## src/common/swl_defs.svh

```systemverilog
// Timing and field constants for the single-wire bit link.
// Function
// - Bytes travel most significant bit first.
// - Eight bit frames, then ninth acknowledge frame.
// - Upper address nibble carries the command opcode.
// - Device pulls low on discovery request edge.
// - Device holds discovery acknowledge then releases.
// - High speed after reset; standard only on command.
// - While busy the device ignores frames; only a discharge low resets it.
// - Each frame stays inside the speed's limits.
// - Frame timing starts on every falling edge.
// - Sample once between longest one and shortest zero.
// - Low at sample is zero, high is one.
// - Zero frame is acknowledge, one frame not.
// - Discovery acknowledge lasts 8 to 24 us.
`ifndef SWL_DEFS_SVH
`define SWL_DEFS_SVH

`define SWL_CLK_MHZ 10
`define SWL_US2CYC(us) ((us) * `SWL_CLK_MHZ)
`define SWL_CNT_W 16
`define SWL_CNT_ONE 16'h0001
`define SWL_CNT_MAX 16'hFFFF
`define SWL_BITS_PER_BYTE 4'h8
`define SWL_OPC_HI 7
`define SWL_OPC_LO 4

`define SWL_HS_SAMPLE_US 4
`define SWL_STD_SAMPLE_US 16
`define SWL_HS_HOLD0_US 4
`define SWL_STD_HOLD0_US 16
`define SWL_DACK_US 16
`define SWL_DSCHG_US 150
`define SWL_HS_RESET_US 48
`define SWL_STD_RESET_US 480
`define SWL_HS_BITMAX_US 25
`define SWL_STD_BITMAX_US 100
`define SWL_HS_START_US 150
`define SWL_STD_START_US 600

`endif

```

## src/common/swl_pkg.sv

```systemverilog
// Types shared by the single-wire bit link modules.
`default_nettype none
package swl_pkg;
    // Link phase after reset: wait for discovery, acknowledge it, then run frames.
    typedef enum logic [1:0] {
        M_DISC = 2'b00,
        M_DACK = 2'b01,
        M_RUN = 2'b10
    } swl_mode_t;

    // One received byte and whether it is the first byte after a start.
    typedef struct packed {
        logic first;
        logic [7:0] data;
    } swl_rx_t;

    // Line timer state.
    typedef struct packed {
        logic prev;
        logic [15:0] low_cnt;
        logic [15:0] high_cnt;
    } swl_tmr_st_t;

    // Frame engine state.
    typedef struct packed {
        swl_mode_t mode;
        logic hs;
        logic started;
        logic first_pend;
        logic drive;
        logic [3:0] bit_cnt;
        logic [7:0] shift;
        swl_rx_t rx;
        logic rx_valid;
        logic start_seen;
        logic reset_seen;
        logic frame_err;
    } swl_link_st_t;
endpackage
`default_nettype wire

```

## src/hw/swl_timer.sv

```systemverilog
// Line timer that measures low and high durations of the shared wire.
`include "swl_defs.svh"
`default_nettype none
module swl_timer (
    input wire logic clk,
    input wire logic rst_n,
    input wire logic line,
    output logic fell,
    output logic rose,
    output var logic [`SWL_CNT_W-1:0] low_cnt,
    output var logic [`SWL_CNT_W-1:0] high_cnt
);
    swl_pkg::swl_tmr_st_t s_reg; // Registered timer state.
    swl_pkg::swl_tmr_st_t s_next; // Next timer state.

    // Edges are seen against the previous sample of the line.
    assign fell = s_reg.prev & ~line;
    assign rose = ~s_reg.prev & line;
    assign low_cnt = s_reg.low_cnt;
    assign high_cnt = s_reg.high_cnt;

    // Both counters saturate so a long idle never wraps into a false match.
    always_comb begin
        s_next = s_reg;
        s_next.prev = line;
        if (fell) begin
            s_next.low_cnt = `SWL_CNT_ONE;
        end else if (s_reg.low_cnt != `SWL_CNT_MAX) begin
            s_next.low_cnt = s_reg.low_cnt + `SWL_CNT_ONE;
        end
        if (rose) begin
            s_next.high_cnt = `SWL_CNT_ONE;
        end else if (s_reg.high_cnt != `SWL_CNT_MAX) begin
            s_next.high_cnt = s_reg.high_cnt + `SWL_CNT_ONE;
        end
    end

    // The line idles high through the pull-up, so reset assumes high.
    always_ff @(posedge clk or negedge rst_n) begin
        if (!rst_n) begin
            s_reg <= '{prev: 1'b1, low_cnt: `SWL_CNT_MAX, high_cnt: `SWL_CNT_MAX};
        end else begin
            s_reg <= s_next;
        end
    end
endmodule
`default_nettype wire

```

## src/hw/swl_link.sv

```systemverilog
// Device-side bit frame engine of the single-wire serial EEPROM link.
`include "swl_defs.svh"
`default_nettype none
module swl_link #(
    parameter logic [15:0] RESET_STD_CYC = 16'(`SWL_US2CYC(`SWL_STD_RESET_US)),
    parameter logic [15:0] START_STD_CYC = 16'(`SWL_US2CYC(`SWL_STD_START_US))
) (
    input wire logic MCLK,
    input wire logic ARST_N,
    input wire logic SIO_IN,
    output logic SIO_OUT,
    output logic SIO_OE,
    input wire logic BUSY,
    input wire logic TX_ACK,
    input wire logic SET_STD,
    input wire logic SET_HS,
    output swl_pkg::swl_rx_t RX,
    output logic RX_VALID,
    output logic [3:0] RX_OPCODE,
    output logic START_SEEN,
    output logic RESET_SEEN,
    output logic FRAME_ERR,
    output logic HIGH_SPEED
);
    swl_pkg::swl_link_st_t s_reg; // Registered engine state.
    swl_pkg::swl_link_st_t s_next; // Next engine state.
    logic fell; // Line fell this cycle.
    logic [15:0] low_cnt; // Cycles since the last falling edge.
    logic [15:0] high_cnt; // Cycles since the last rising edge.
    logic [15:0] sample_len; // Sample point of an input frame.
    logic [15:0] hold_len; // Length of our acknowledge low.
    logic [15:0] bitmax_len; // Longest legal frame.
    logic [15:0] start_len; // High time that forms a start.
    logic [15:0] rst_len; // Low time that resets the device.
    logic rst_hit; // A reset low has just completed.
    logic sample_hit; // Sample point of a data or acknowledge frame reached.
    logic ack_req; // Ninth frame has begun.

    // Every duration on the wire is taken from this one timer.
    swl_timer u_timer (
        .clk(MCLK),
        .rst_n(ARST_N),
        .line(SIO_IN),
        .fell(fell),
        .rose(),
        .low_cnt(low_cnt),
        .high_cnt(high_cnt)
    );

    // Speed-dependent limits; the sample point sits midway between a long one and a short zero.
    always_comb begin
        sample_len = s_reg.hs ? 16'(`SWL_US2CYC(`SWL_HS_SAMPLE_US))
                              : 16'(`SWL_US2CYC(`SWL_STD_SAMPLE_US));
        hold_len = s_reg.hs ? 16'(`SWL_US2CYC(`SWL_HS_HOLD0_US))
                            : 16'(`SWL_US2CYC(`SWL_STD_HOLD0_US));
        bitmax_len = s_reg.hs ? 16'(`SWL_US2CYC(`SWL_HS_BITMAX_US))
                              : 16'(`SWL_US2CYC(`SWL_STD_BITMAX_US));
        start_len = s_reg.hs ? 16'(`SWL_US2CYC(`SWL_HS_START_US)) : START_STD_CYC;
        if (BUSY) begin
            rst_len = 16'(`SWL_US2CYC(`SWL_DSCHG_US));
        end else if (s_reg.hs) begin
            rst_len = 16'(`SWL_US2CYC(`SWL_HS_RESET_US));
        end else begin
            rst_len = RESET_STD_CYC;
        end
    end

    // Our own drive never lasts long enough to look like a reset.
    assign rst_hit = !SIO_IN && !s_reg.drive && (low_cnt == rst_len);
    assign sample_hit = !BUSY && !rst_hit && (s_reg.mode == swl_pkg::M_RUN) && s_reg.started
                        && (low_cnt == sample_len);
    assign ack_req = !BUSY && !rst_hit && (s_reg.mode == swl_pkg::M_RUN) && s_reg.started
                     && fell && (s_reg.bit_cnt == `SWL_BITS_PER_BYTE);

    // Frame engine: reset detection first, then only a drive release while busy, then the link phase.
    always_comb begin
        s_next = s_reg;
        s_next.rx_valid = 1'b0;
        s_next.start_seen = 1'b0;
        s_next.reset_seen = 1'b0;
        s_next.frame_err = 1'b0;
        // Speed changes on an explicit command from the command layer, or on a completed reset low.
        if (SET_STD) begin
            s_next.hs = 1'b0;
        end
        if (SET_HS) begin
            s_next.hs = 1'b1;
        end
        if (rst_hit) begin
            // A completed reset low always returns to high speed and awaits discovery.
            s_next.mode = swl_pkg::M_DISC;
            s_next.hs = 1'b1;
            s_next.started = 1'b0;
            s_next.bit_cnt = 4'h0;
            s_next.drive = 1'b0;
            s_next.reset_seen = 1'b1;
        end else if (BUSY) begin
            // No frame is measured while a command executes; only a discharge reaches us.
            s_next.drive = 1'b0;
        end else begin
            case (s_reg.mode)
                swl_pkg::M_DISC: begin
                    // The first fall after reset is the discovery request.
                    if (fell) begin
                        s_next.drive = 1'b1;
                        s_next.mode = swl_pkg::M_DACK;
                    end
                end
                swl_pkg::M_DACK: begin
                    // Hold the acknowledge from the request edge, then hand back to the pull-up.
                    if (low_cnt == 16'(`SWL_US2CYC(`SWL_DACK_US))) begin
                        s_next.drive = 1'b0;
                        s_next.mode = swl_pkg::M_RUN;
                    end
                end
                swl_pkg::M_RUN: begin
                    // A long enough high is a start or stop and realigns the byte.
                    if (SIO_IN && (high_cnt == start_len)) begin
                        s_next.started = 1'b1;
                        s_next.first_pend = 1'b1;
                        s_next.bit_cnt = 4'h0;
                        s_next.start_seen = 1'b1;
                    end
                    if (s_reg.started) begin
                        // A zero frame is our acknowledge, so we pull low when TX_ACK asks.
                        if (ack_req && TX_ACK) begin
                            s_next.drive = 1'b1;
                        end
                        if (s_reg.drive && (low_cnt == hold_len)) begin
                            s_next.drive = 1'b0;
                        end
                        if (sample_hit) begin
                            if (s_reg.bit_cnt == `SWL_BITS_PER_BYTE) begin
                                // Ninth frame done; the next fall opens a new byte.
                                s_next.bit_cnt = 4'h0;
                            end else begin
                                // Low means zero, released high means one.
                                s_next.shift = {s_reg.shift[6:0], SIO_IN};
                                s_next.bit_cnt = s_reg.bit_cnt + 4'h1;
                                if (s_reg.bit_cnt == `SWL_BITS_PER_BYTE - 4'h1) begin
                                    s_next.rx_valid = 1'b1;
                                    s_next.rx.data = {s_reg.shift[6:0], SIO_IN};
                                    s_next.rx.first = s_reg.first_pend;
                                    s_next.first_pend = 1'b0;
                                end
                            end
                        end
                        // A frame that outlives its limit mid-byte waits for a new start.
                        if (SIO_IN && (low_cnt == bitmax_len) && (s_reg.bit_cnt != 4'h0)) begin
                            s_next.frame_err = 1'b1;
                            s_next.started = 1'b0;
                            s_next.bit_cnt = 4'h0;
                        end
                    end
                end
                default: begin
                    s_next.mode = swl_pkg::M_DISC;
                    s_next.drive = 1'b0;
                end
            endcase
        end
    end

    // Power-up behaves as a reset: high speed, waiting for a discovery request.
    always_ff @(posedge MCLK or negedge ARST_N) begin
        if (!ARST_N) begin
            s_reg <= '{mode: swl_pkg::M_DISC, hs: 1'b1, rx: '0, shift: 8'h00,
                       bit_cnt: 4'h0, default: 1'b0};
        end else begin
            s_reg <= s_next;
        end
    end

    // The pin only ever pulls low; the pull-up makes the high level.
    assign SIO_OUT = 1'b0;
    assign SIO_OE = s_reg.drive;
    assign RX = s_reg.rx;
    assign RX_VALID = s_reg.rx_valid;
    // The first byte after a start is the address; its top nibble is the opcode.
    assign RX_OPCODE = s_reg.rx.data[`SWL_OPC_HI:`SWL_OPC_LO];
    assign START_SEEN = s_reg.start_seen;
    assign RESET_SEEN = s_reg.reset_seen;
    assign FRAME_ERR = s_reg.frame_err;
    assign HIGH_SPEED = s_reg.hs;
endmodule
`default_nettype wire

```

## config.mk

```make
export PLATFORM = sky130hd
export DESIGN_NAME = swl_link
export DESIGN_NICKNAME = d
export VERILOG_FILES = /design/src/common/swl_pkg.sv /design/src/hw/swl_timer.sv /design/src/hw/swl_link.sv
export VERILOG_INCLUDE_DIRS = /design/src /design/src/common
export SDC_FILE = /design/constraint.sdc
export NUM_CORES = 1
export LEC_CHECK = 0
export BUFFER_PORTS_ARGS = -buffer_cell sky130_fd_sc_hd__buf_2
export CAP_MARGIN = 20
export CELL_PAD_IN_SITES_DETAIL_PLACEMENT = 1
export CELL_PAD_IN_SITES_GLOBAL_PLACEMENT = 1
export CORE_ASPECT_RATIO = 0.5
export CORE_MARGIN = 3
export CORE_UTILIZATION = 51
export DETAILED_ROUTE_END_ITERATION = 10
export PLACE_DENSITY_LB_ADDON = 0.1
export SYNTH_ARGS = -nofsm -noshare
export SYNTH_HDL_FRONTEND = slang
export SYNTH_HIERARCHICAL = 1
export SYNTH_SLANG_ARGS = --single-unit
```

## constraint.sdc

```tcl
create_clock -name MCLK -period 4.5 [get_ports MCLK]
set_input_delay 0.45 -clock MCLK [delete_from_list [all_inputs] [get_ports MCLK]]
set_output_delay 0.45 -clock MCLK [all_outputs]
set_load 0.02 [all_outputs]
```

Yosys cells after proc, flatten, opt, wreduce, memory -nomap -nowiden --
Index checks and enable logic that the tools add are counted.
Word-level totals: flip-flop bits (word level) 64, output and inout bits 20
Cells by class: add/subtract/negate cells 3, equality and inequality tests 19, muxes and demuxes 52, bitwise logic cells 7, reductions and logical operators 29
Operators by type and width (count):
- 16-bit two-way mux | 5
- 23-bit two-way mux | 2
- 16-bit by 1-bit adder with 16-bit output, second input constant | 2
- 16-bit != test, second input constant | 2
- 13-bit two-way mux | 2
- 25-bit two-way mux | 1
- 4-bit two-way mux | 6
- 22-bit two-way mux | 1
- 1-bit two-way mux | 20
- 10-bit two-way mux | 2
- 18-bit two-way mux | 1
- 16-bit by 10-bit equality test with 1-bit output | 1
- 16-bit by 13-bit equality test with 1-bit output | 1
- 16-bit equality test | 1
- 16-bit by 8-bit equality test with 1-bit output | 1
- 16-bit by 8-bit equality test with 1-bit output, second input constant | 1
- 2-bit two-way mux | 8
- 1-bit logical AND | 13
- 4-bit != test, second input constant | 3
- 8-bit two-way mux | 1
- 4-bit AND reduction | 2
- 7-bit AND reduction | 1
- 3-bit != test, second input constant | 2
- 2-bit case mux with 3 select lines | 1
- other kinds (20) | 30

Depth between registers and ports, before layout --
Gate-level depths: netlist of the first run.
depth in word-level cells 17, depth in mapped cells 8, gate-level depth less buffers 7

Modules after synthesis --
The synthesis of the first run kept the hierarchy.
By module, submodules not included:
- swl_timer | instances 1, cells each 211, area each 2026.9 sq um, sequential area each 867.1 sq um
- swl_link | instances 1, cells each 173, area each 1770.4 sq um, sequential area each 752.0 sq um

Least setup slack after synthesis of the first run --
OpenSTA, ideal clock, no wires.
path type register -> register, start register u_timer.s_reg (netlist bit u_timer/low_cnt[5]), end register s_reg (netlist bit RX[6]), library setup time 0.125 ns, arrival time 2.056 ns, path slack 2.319 ns, cell stages (with the launch flop) 7, buffers on the path 1, period minus slack after synthesis 2.181 ns, cells stage by stage dfstp_2 buf_4 nor4b_1 nand2_2 nor4_4 nand3_4 mux2_4
Between the ends: cells in the longest elaborated chain, start to end 8
RTL lines:
- start, declared | line swl_timer.sv:13 | swl_pkg::swl_tmr_st_t s_reg;
- start signal, assigned | line swl_timer.sv:41 | s_reg <= '{prev: 1'b1, low_cnt: `SWL_CNT_MAX, high_cnt: `SWL_CNT_MAX};
- start signal, assigned | line swl_timer.sv:43 | s_reg <= s_next;
- 16-bit equality test | line swl_link.sv:69 | assign rst_hit = !SIO_IN && !s_reg.drive && (low_cnt == rst_len);
- 1-bit logical AND | line swl_link.sv:69
- 1-bit logical NOT | line swl_link.sv:70 | assign sample_hit = !BUSY && !rst_hit && (s_reg.mode == swl_pkg::M_RUN) && s_reg.started
- 1-bit logical AND (3 in series) | line swl_link.sv:70
- 1-bit logical AND | line swl_link.sv:71 | && (low_cnt == sample_len);
- 7-bit AND reduction (no source line) *
- end signal, assigned | line swl_link.sv:167 | s_reg <= '{mode: swl_pkg::M_DISC, hs: 1'b1, rx: '0, shift: 8'h00,
- end signal, assigned | line swl_link.sv:170 | s_reg <= s_next;
- end, declared | line swl_link.sv:25 | swl_pkg::swl_link_st_t s_reg;
Every way passes the cells marked *; elsewhere a longest branch is shown, timed or not. A chain may end at the register's enable or synchronous reset.

Final worst setup path of the first run --
Ends and elaborated chain as after synthesis.

==> summary.txt, run 1 <==
Synthesis
  – Syn nets: 395
  – Post-synth ARST share: 100%
  – Yosys top cell area share: 23.5%
  – Syn_area_per_cell: between 9 and 10 um^2
  – Seq/Total Area, Yosys: 42.6%
  – Flops & latches, synth: between 60 and 70
  – Syn Inst Count: 384
  – Post-synth EDFFs: 0
  – Syn. warnings: 6
  – Post-Syn Area: 0.00380 mm^2
  – Netlist cell types: 63
  – Synth area leader: dfstp_2
  – Top_reg_cell synth: dfstp_2
  – Largest cells by area after synthesis: dfstp_2 24%, dfrtp_1 19%, buf_4 9.1%, mux2_2 4.4%, nand2_1 2.7%

Die
  – Die Span Y: 67.0 um
  – I/O pins: 27
  – Rows: 21
  – Core box area: 0.00694 mm^2
  – Starting Density: 54.7%
  – Die Area: 0.00858 mm^2
  – Die W: 128 um

Global routing
  – Global-route wire length before repair: around 16,000 um
  – Total gr overflow: 0
  – Largest net degree at the start of global routing: 64
  – Vias in the first global route: 2,952
  – Initial antenna violation count: 0
  – GRT Overall Usage: between 20% and 30%

STA
  – Rel. slew slack: 44.5%
  – Final hold vios: 0
  – Final setup violation count: 0
  – Setup TNS: 0 ps
  – RSZ-0062 raised after global routing: false
  – Fin. max-slew vios: 0
  – Worst Tran Pin Value: 832 ps
  – Crit path time final: between 2000 and 2500 ps
  – Fmax: 426 MHz
  – Final period utilization: 52.1%
  – Worst Skew: about 11 ps

Layout
  – Net count, final: between 300 and 400
  – Number of diodes: 0
  – Post-Layout Cell Count: 466
  – Synth-to-Final Area Change: 4.25%
  – Share of layout cells above drive strength 1: 29.1%

Setup path
  – Crit. Startpoint: u_timer/low_cnt[5]
  – Worst EP required: 4720 ps
  – RR Startpoint: u_timer/low_cnt[5]
  – Crit path launch type: flip-flop
  – Crit Path Class: reg2reg
  – Crit end category: flip-flop
  – R2R Setup Slk: about 2200 ps
  – Max FO, Critical Path: 9
  – Data arrival, critical path: between 2000 and 3000 ps

Routing
  – 1st-pass router iterations: 4
  – Total Wirelength: between 9000 and 10,000 um
  – Drt wl/cell: around 20 um
  – Vias/cell: 6.38
  – Starting DRC count in detailed routing: between 100 and 150
  – # DRC: 0
  – Antenna-violating nets left: 0
  – Vias: 2,975

Run status
  – Status: finished, final reports clean

Clocking
  – Hold buffer count at CTS: 0
  – CTS Buf Count: 9
  – Clock latency on the worst-skew pair: 330 ps
  – Post-CTS setup buffer count: 0
  – CTS root buffer: clkbuf_16
  – CTS sink cnt: 63
  – Register clock-pin slew on the reported worst setup and hold paths: 60 ps
  – CTS tree: done
  – Clk buf depth: 2
  – H-tree levels: 3
  – # resized after CTS: 0

Min path
  – Hold Startpoint: SET_STD
  – Tightest Hold Check Type: in2reg

Placement
  – Routability cong.: 0.808
  – Cell count after placement: 450
  – Number of port buffers: 25
  – Post-DP HPWL: 6290 um

Power
  – Pleak: 1.56 nW
  – Power per cell area: between 300 and 400 mW/mm^2
  – Total power: roughly 1.5 mW
  – VDD IR max: ~0.23 mV

Run
  – Number of max-cap violations: 0
[stage by stage]
step | hold slack [ps] | setup slack, ps | cell area, um^2 | util (%)
after CTS | 279 | 2150 | 3960 | 57.1
after floorplan | 154 | 2320 | 3800 | -
after global placement | 479 | 2200 | 3670 | 52.9
final | 285 | 2150 | 3960 | 57.1
after detailed placement | 493 | 2160 | 3670 | 52.9
after global routing | 283 | 1830 | 3960 | 57.1
[critical path, stage by stage (launching register included)]
cell     delay [ps]
dfstp_2         600
nor4b_1         410
nand2_2         180
nor4_4          470
nand3_4         230
mux2_4          340
[cell type report]
cell class                      count  area (um^2)
Timing Repair Buffer               26          133
Fill cell                         767         2980
Clock inverter                      6         61.3
Clock buffer                       10          229
Inverter                           15         56.3
Sequential cell                    63         1620
Multi-Input combinational cell    254         1750
Tap cell                           92          115
[power by group]
part           internal (mW)  switching (mW)  total (mW)
sequential             0.627          0.0776       0.705
combinational         0.0538          0.0846       0.138
clock                  0.426           0.260       0.686
total                   1.11           0.422        1.53
[layout by cell type, fill, tap and decap left out, types with 10 or more instances in the layout]
cell	synthesis	layout
a21oi_1	15	15
buf_2	1	25
dfrtp_1	29	29
dfstp_2	34	34
inv_1	14	14
mux2_2	15	15
nand2_1	27	27
nand3_1	13	13
nand4_1	11	11
nor2_1	25	25
nor3_1	10	10
nor4_1	13	13
o21ai_0	15	15
[routing by layer]
metal / up-vias / wire (um) / global-route usage [%]
met1: 1556 / 4330 / 29.9
met3: 12 / 351 / 6.16
met5: - / 0 / 0
met2: 49 / 4500 / 40.2
li1: 1358 / - / -
met4: 0 / 121 / 7.41
[synthesized netlist by cell type (2+ instances only)]
| cell type | number |
|---|---|
| o22ai_1 | 2 |
| or3_1 | 3 |
| dfstp_2 | 34 |
| dfrtp_1 | 29 |
| nor4_1 | 13 |
| o31ai_1 | 6 |
| and4_1 | 5 |
| mux2i_1 | 7 |
| a31oi_1 | 7 |
| o211ai_1 | 7 |
| o311ai_0 | 3 |
| nand2b_1 | 6 |
| o41ai_1 | 5 |
| ha_1 | 4 |
| clkbuf_1 | 3 |
| nor4_4 | 2 |
| o21ai_0 | 15 |
| nand4_4 | 2 |
| nor3_1 | 10 |
| xor2_1 | 3 |
| nor2_1 | 25 |
| inv_1 | 14 |
| nor4b_1 | 3 |
| nand4_1 | 11 |
| o21a_1 | 2 |
| nand3_1 | 13 |
| or2_2 | 3 |
| buf_4 | 46 |
| a211oi_1 | 4 |
| nand2_1 | 27 |
| nor2b_1 | 4 |
| a21oi_1 | 15 |
| or4_1 | 6 |
| mux2_2 | 15 |
| a41oi_1 | 2 |
[final timing paths]
check | end | cells past startpoint
worst min-delay path | HIGH_SPEED | 2
min in group asynchronous | RX[0] | 2
worst min register to register | s_reg[26] | 2
max in group asynchronous | s_reg[30] | 2
worst max register to register | RX[6] | 5
worst max-delay path | RX[6] | 5
[logic make-up after synthesis]
kind of cell,synth area share (%)
AND/OR/NAND/NOR,23.8
XOR/XNOR,0.692
multiplexers,6.69
AO/OA/AOI/OAI,13.3
flip-flops,42.6
adder cells (fa/ha/maj),1.32
buffers and inverters,11.4
other,0.0988
(Power assumes the default switching activity.)
==> run 2: changes to the inputs <==
Settings changed: ABC_AREA from default to 1, CORE_UTILIZATION 51 to 40.
Clock period 4.5 ns to 1.9 ns, I/O delays scaled along.
==> run 2 against run 1 <==
Compared with the run above: first-iteration DRC count decreased by 6.0%; maximum frequency rose by 30%; largest cell class unchanged; clock power grew to 2.9 times the previous value.
==> summary.txt, run 2 <==
STA
  – Final hold vios: 0
  – Final hold slack: 65.0 ps
  – Setup TNS: 0 ps
  – Worst Skew: 8.76 ps
  – Final setup violation count: 0
  – Final period utilization: 95.0%
  – Crit path time final: 1800 ps
  – Fmax: 554 MHz
  – Fin. max-slew vios: 0
  – RSZ-0062 raised after global routing: true

Clocking
  – CTS root buffer: clkbuf_16
  – Clock latency on the worst-skew pair: 340 ps
  – CTS tree: done
  – Register clock-pin slew on the reported worst setup and hold paths: around 60 ps
  – CTS Buf Count: 9
  – CTS sink cnt: 63
  – Clk buf depth: 2
  – H-tree levels: 3

Layout
  – Post-Layout Cell Count: ~800
  – Number of diodes: 0
  – Fillers: 1,378
  – Commonest non-fill, non-tap cell in the layout: nand2_1
  – Commonest non-fill, non-tap cells in the layout: 198 x nand2_1, 72 x inv_1, 70 x nor2_1
  – Synth-to-Final Area Change: 16.8%
  – Share of layout cells above drive strength 1: 26.6%
  – Net count, final: 687

Synthesis
  – Post-synth ARST share: 100%
  – Syn nets: 649
  – Flops & latches, synth: 63
  – Commonest cells in the netlist: 200 x nand2_1, 76 x nor2_1, 74 x nand3_1
  – Post-Syn Area: 0.00441 mm^2
  – Top-count cell post-synth: nand2_1
  – Largest cells by area after synthesis: dfstp_2 20%, nand2_1 17%, dfrtp_1 16%, nand3_1 8.4%, buf_4 8.0%
  – Post-synth EDFFs: 0
  – Syn Inst Count: 638
  – Top_reg_cell synth: dfstp_2
  – Synth area leader: dfstp_2
  – Netlist cell types: 38
  – Yosys top cell area share: 20.3%
  – Syn. warnings: 6
  – Seq/Total Area, Yosys: 36.8%
  – Syn_area_per_cell: 6.91 um^2

Routing
  – Drt wl/cell: 15.8 um
  – Total Wirelength: ~13,000 um
  – Antenna-violating nets left: 0
  – Starting DRC count in detailed routing: 140
  – # DRC: 0
  – Vias/cell: 5.08
  – Vias: 4,174
  – 1st-pass router iterations: 4

Die
  – Die Span Y: 80.2 um
  – Die W: 154 um
  – Die Area: ~0.012 mm^2
  – Starting Density: 42.1%
  – I/O pins: 27
  – Rows: 26
  – Core box area: around 0.010 mm^2

Setup path
  – Worst reg2reg path depth: 10
  – R2R Setup Slk: 100 ps
  – Crit end category: flip-flop
  – Crit path to: RX[7]
  – Crit. Startpoint: u_timer/low_cnt[5]
  – FF-to-FF End: RX[7]
  – Max FO, Critical Path: 7
  – Worst EP required: 2170 ps
  – Crit Path Class: reg2reg
  – Crit path launch type: flip-flop
  – RR Startpoint: u_timer/low_cnt[5]
  – Data arrival, critical path: 2080 ps

Global routing
  – Vias in the first global route: 4,245
  – Largest net degree at the start of global routing: 64
  – Total gr overflow: 0
  – Global-route wire length before repair: 21,500 um
  – Initial antenna violation count: 0
  – GRT Overall Usage: 21.9%

Power
  – Power per cell area: 931 mW/mm^2
  – VDD IR max: roughly 0.47 mV
  – Pleak: 2.61 nW

Run
  – Number of max-cap violations: 0

Run status
  – Status: finished, final reports clean

Placement
  – Cell count after placement: 791
  – Post-DP HPWL: 9550 um
  – Routability cong.: 0.846
  – Number of port buffers: 25

Min path
  – Tightest Hold Check Type: in2reg
-- run 2: layout make-up --
class | count | area (um^2) | share of cell area, %
Timing Repair Buffer | 78 | 544 | 10.6
Multi-Input combinational cell | 445 | 2150 | 41.8
Timing Repair inverter | 1 | 6.26 | 0.122
Clock buffer | 9 | 225 | 4.38
Sequential cell | 63 | 1620 | 31.5
Inverter | 78 | 305 | 5.93
Tap cell | 140 | 175 | 3.40
Clock inverter | 7 | 121 | 2.36
-- run 2: cells by family (layout without fill, tap and decap cells) --
| group | Yosys count | after routing | synth area share, % |
|---|---|---|---|
| AOI/OAI and AO/OA | 31 | 31 | 4.20 |
| adders and majority gates | 4 | 4 | 1.14 |
| buffers and inverters | 131 | 173 | 16.2 |
| DFF | 63 | 63 | 36.8 |
| other | 1 | 1 | 0.0851 |
| and+or+nand+nor | 408 | 409 | 41.7 |
-- run 2: power by group --
group          switching (mW)  internal [mW]
combinational           0.684          0.416
sequential              0.189           1.54
clock                   0.674           1.29
-- run 2: critical path: stages, from the launching register on --
cell	delay, ps
dfstp_2	530
inv_1	80
nor2_1	130
nand2_1	130
nor2_2	170
nand3_4	120
nor2_4	210
nand2_4	150
inv_8	90
nand2_1	60
nand2_1	60
-- run 2: worst min-delay path by stage --
| stage | from | end | cells after the start |
|---|---|---|---|
| after global placement | ARST_N | s_reg[23] | 2 |
| after floorplan | ARST_N | FRAME_ERR | 0 |
| final | SET_HS | HIGH_SPEED | 3 |
| after global routing | SET_HS | HIGH_SPEED | 3 |
| after CTS | SET_HS | HIGH_SPEED | 3 |
| after detailed placement | ARST_N | RX[7] | 2 |
-- run 2: metrics by stage --
step           worst slack (ps)  util [%]  area (um^2)  power (mW)
3_5_place_dp              -19.7      44.0         4610        2.80
6_report                   95.9      49.1         5150        4.79
5_1_grt                   -37.2      49.1         5150        5.06
2_1_floorplan               143         -         4410        2.48
4_1_cts                    12.7      47.7         5000        4.80
3_3_place_gp               22.2      44.0         4610        2.77
-- run 2: layer usage --
metal / track usage, % / routed length [um]
met1: 29.6 / 6490
met2: 36.2 / 5980
met3: 4.20 / 342
met4: 5.29 / 137
met5: 0 / 0
-- run 2: timing repair --
item | in CTS | in global routing
hold buffers | 2 | 0
gates cloned | 0 | 2
hold endpoints to repair | 30 | 0
pin swaps | 1 | 8
endpoints found under the setup margin | 9 | 26
gates resized for setup | 2 | 21
buffers inserted | 2 | 8
==> run 3: changes to the inputs <==
Settings changed: BUFFER_PORTS_ARGS -buffer_cell sky130_fd_sc_hd__buf_2 to -buffer_cell sky130_fd_sc_hd__buf_4.
==> run 3 against run 2 <==
Compared with the run above: the run now ends with negative setup slack left; final cell count decreased by 0.85%; largest power group unchanged; register-to-register slack got worse by 100 ps; highest routed layer unchanged; setup slack got worse by 100 ps; core utilization increased by 0.31 points.
==> summary.txt, run 3 (synthesis results as in run 2) <==
Routing
  – Antenna-violating nets left: 0
  – Starting DRC count in detailed routing: 192
  – Total Wirelength: 13,200 um
  – # DRC: 0
  – 1st-pass router iterations: 4
  – Drt wl/cell: 16.2 um
  – Vias: between 4,000 and 5,000
  – Vias/cell: 5.09

STA
  – Crit path time final: between 1500 and 2000 ps
  – Fmax: 524 MHz
  – Final setup violation count: 2
  – Final period utilization: 100%
  – RSZ-0062 raised after global routing: true
  – Worst Skew: roughly 7.2 ps
  – Fin. max-slew vios: 0
  – Rel. slew slack: about three fifths
  – Worst Tran Pin Value: 601 ps
  – Final hold slack: approximately 17 ps
  – Final hold vios: 0
  – Setup slack after layout: -8.41 ps

Layout
  – Commonest non-fill, non-tap cells in the layout: 187 x nand2_1, 72 x nor2_1, 71 x nand3_1
  – Final instance area: 0.00518 mm^2
  – Synth-to-Final Area Change: 17.6%
  – Net count, final: 680
  – Share of layout cells above drive strength 1: 27.4%
  – Util after Layout: 49.4%
  – Commonest non-fill, non-tap cell in the layout: nand2_1
  – Number of diodes: 0

Placement
  – Routability cong.: 0.842
  – Placed Area: 0.00466 mm^2
  – Pre-CTS WS: -22.4 ps
  – Post-DP HPWL: 9770 um
  – Number of port buffers: 25

Die
  – Rows: 26
  – Die Span Y: 80.2 um
  – I/O pins: 27
  – Starting Density: 42.1%
  – Die Area: 0.0124 mm^2
  – Core box area: 0.0105 mm^2
  – Die W: 154 um

Clocking
  – Register clock-pin slew on the reported worst setup and hold paths: 60 ps
  – H-tree levels: 3
  – CTS Buf Count: 9
  – Clk buf depth: 2
  – CTS root buffer: clkbuf_16
  – CTS sink cnt: 63
  – CTS tree: done
  – Clock latency on the worst-skew pair: 330 ps

Min path
  – Tightest Hold Check Type: in2reg
  – Hold Startpoint: SIO_IN

Global routing
  – Vias in the first global route: 4,119
  – GRT Overall Usage: 22.0%
  – Total gr overflow: 0
  – Global-route wire length before repair: around 21,000 um
  – Initial antenna violation count: 0
  – Largest net degree at the start of global routing: 33

Setup path
  – RR Startpoint: HIGH_SPEED
  – Data arrival, critical path: 2180 ps
  – Max FO, Critical Path: 7
  – Crit end category: flip-flop
  – Crit. Startpoint: HIGH_SPEED
  – Crit path launch type: flip-flop
  – Worst EP required: 2170 ps
  – Crit Path Class: reg2reg

Run status
  – Status: finished with violations
  – Failing checks: negative setup slack

Power
  – Total power: just under 5 mW
  – Pleak: 2.59 nW
  – VDD IR max: 0.453 mV
  – Power per cell area: 940 mW/mm^2

Run
  – Number of max-cap violations: 0
-- run 3: path summary, 6_finish.rpt --
check                                            to  slack (ps)  depth (start not counted)
max in group asynchronous       u_timer/low_cnt[15]         950                          3
worst max-delay path                          RX[6]          -8                         11
worst min register to register                RX[8]         480                          2
worst min-delay path              u_timer/s_reg[32]          20                          1
worst max register to register                RX[6]          -8                         11
min in group asynchronous                 s_reg[23]         350                          2
-- run 3: cell type report --
cell class,instances,area [um^2]
tap,140,175
clock buffer,11,243
timing repair inverter,1,6.26
multi-input combinational,446,2160
inverter,78,310
fill,1347,5300
clock inverter,5,104
sequential,63,1620
timing repair buffer,70,561
-- run 3: stage by stage --
step | std cells | setup TNS, ps
3_5_place_dp | 788 | -31.0
6_report | 814 | -8.96
4_1_cts | 806 | 0
2_1_floorplan | 638 | 0
5_1_grt | 814 | -1550
3_3_place_gp | 788 | 0
-- run 3: layer usage --
metal	wire, um	up-vias	track usage [%]	share of wire, %
li1	-	2036	-	-
met1	6690	2037	31.7	51
met2	5950	65	34.8	45
met3	464	6	3.93	3.5
met4	58	0	4.23	0.44
met5	0	-	0	0
-- run 3: repair_timing --
| action | CTS | global route |
|---|---|---|
| pin swaps | 1 | 17 |
| resized for setup | 4 | 33 |
| cloned | 0 | 3 |
| hold buffers | 1 | 0 |
| endpoints found under the setup margin | 13 | 28 |
| endpoints found under the hold margin | 21 | 0 |
| buffers inserted | 1 | 5 |
-- run 3: worst max-delay path, cell delays in order, from the launching register on --
cell     delay (ps)
dfstp_2         590
buf_6           120
nand3_1         100
nand3_2          90
nor2_2           50
nand3_4         100
nand4_4         150
nor2_4          260
nand2_4         160
inv_4           120
nand2_1          50
nand2_1          60
-- run 3: where the power goes --
| part | internal, mW | total (mW) | switching [mW] |
|---|---|---|---|
| Sequential | 1.54 | 1.73 | 0.187 |
| Combinational | 0.475 | 1.20 | 0.725 |
| Clock | 1.32 | 1.94 | 0.615 |
| Total | 3.34 | 4.87 | 1.53 |
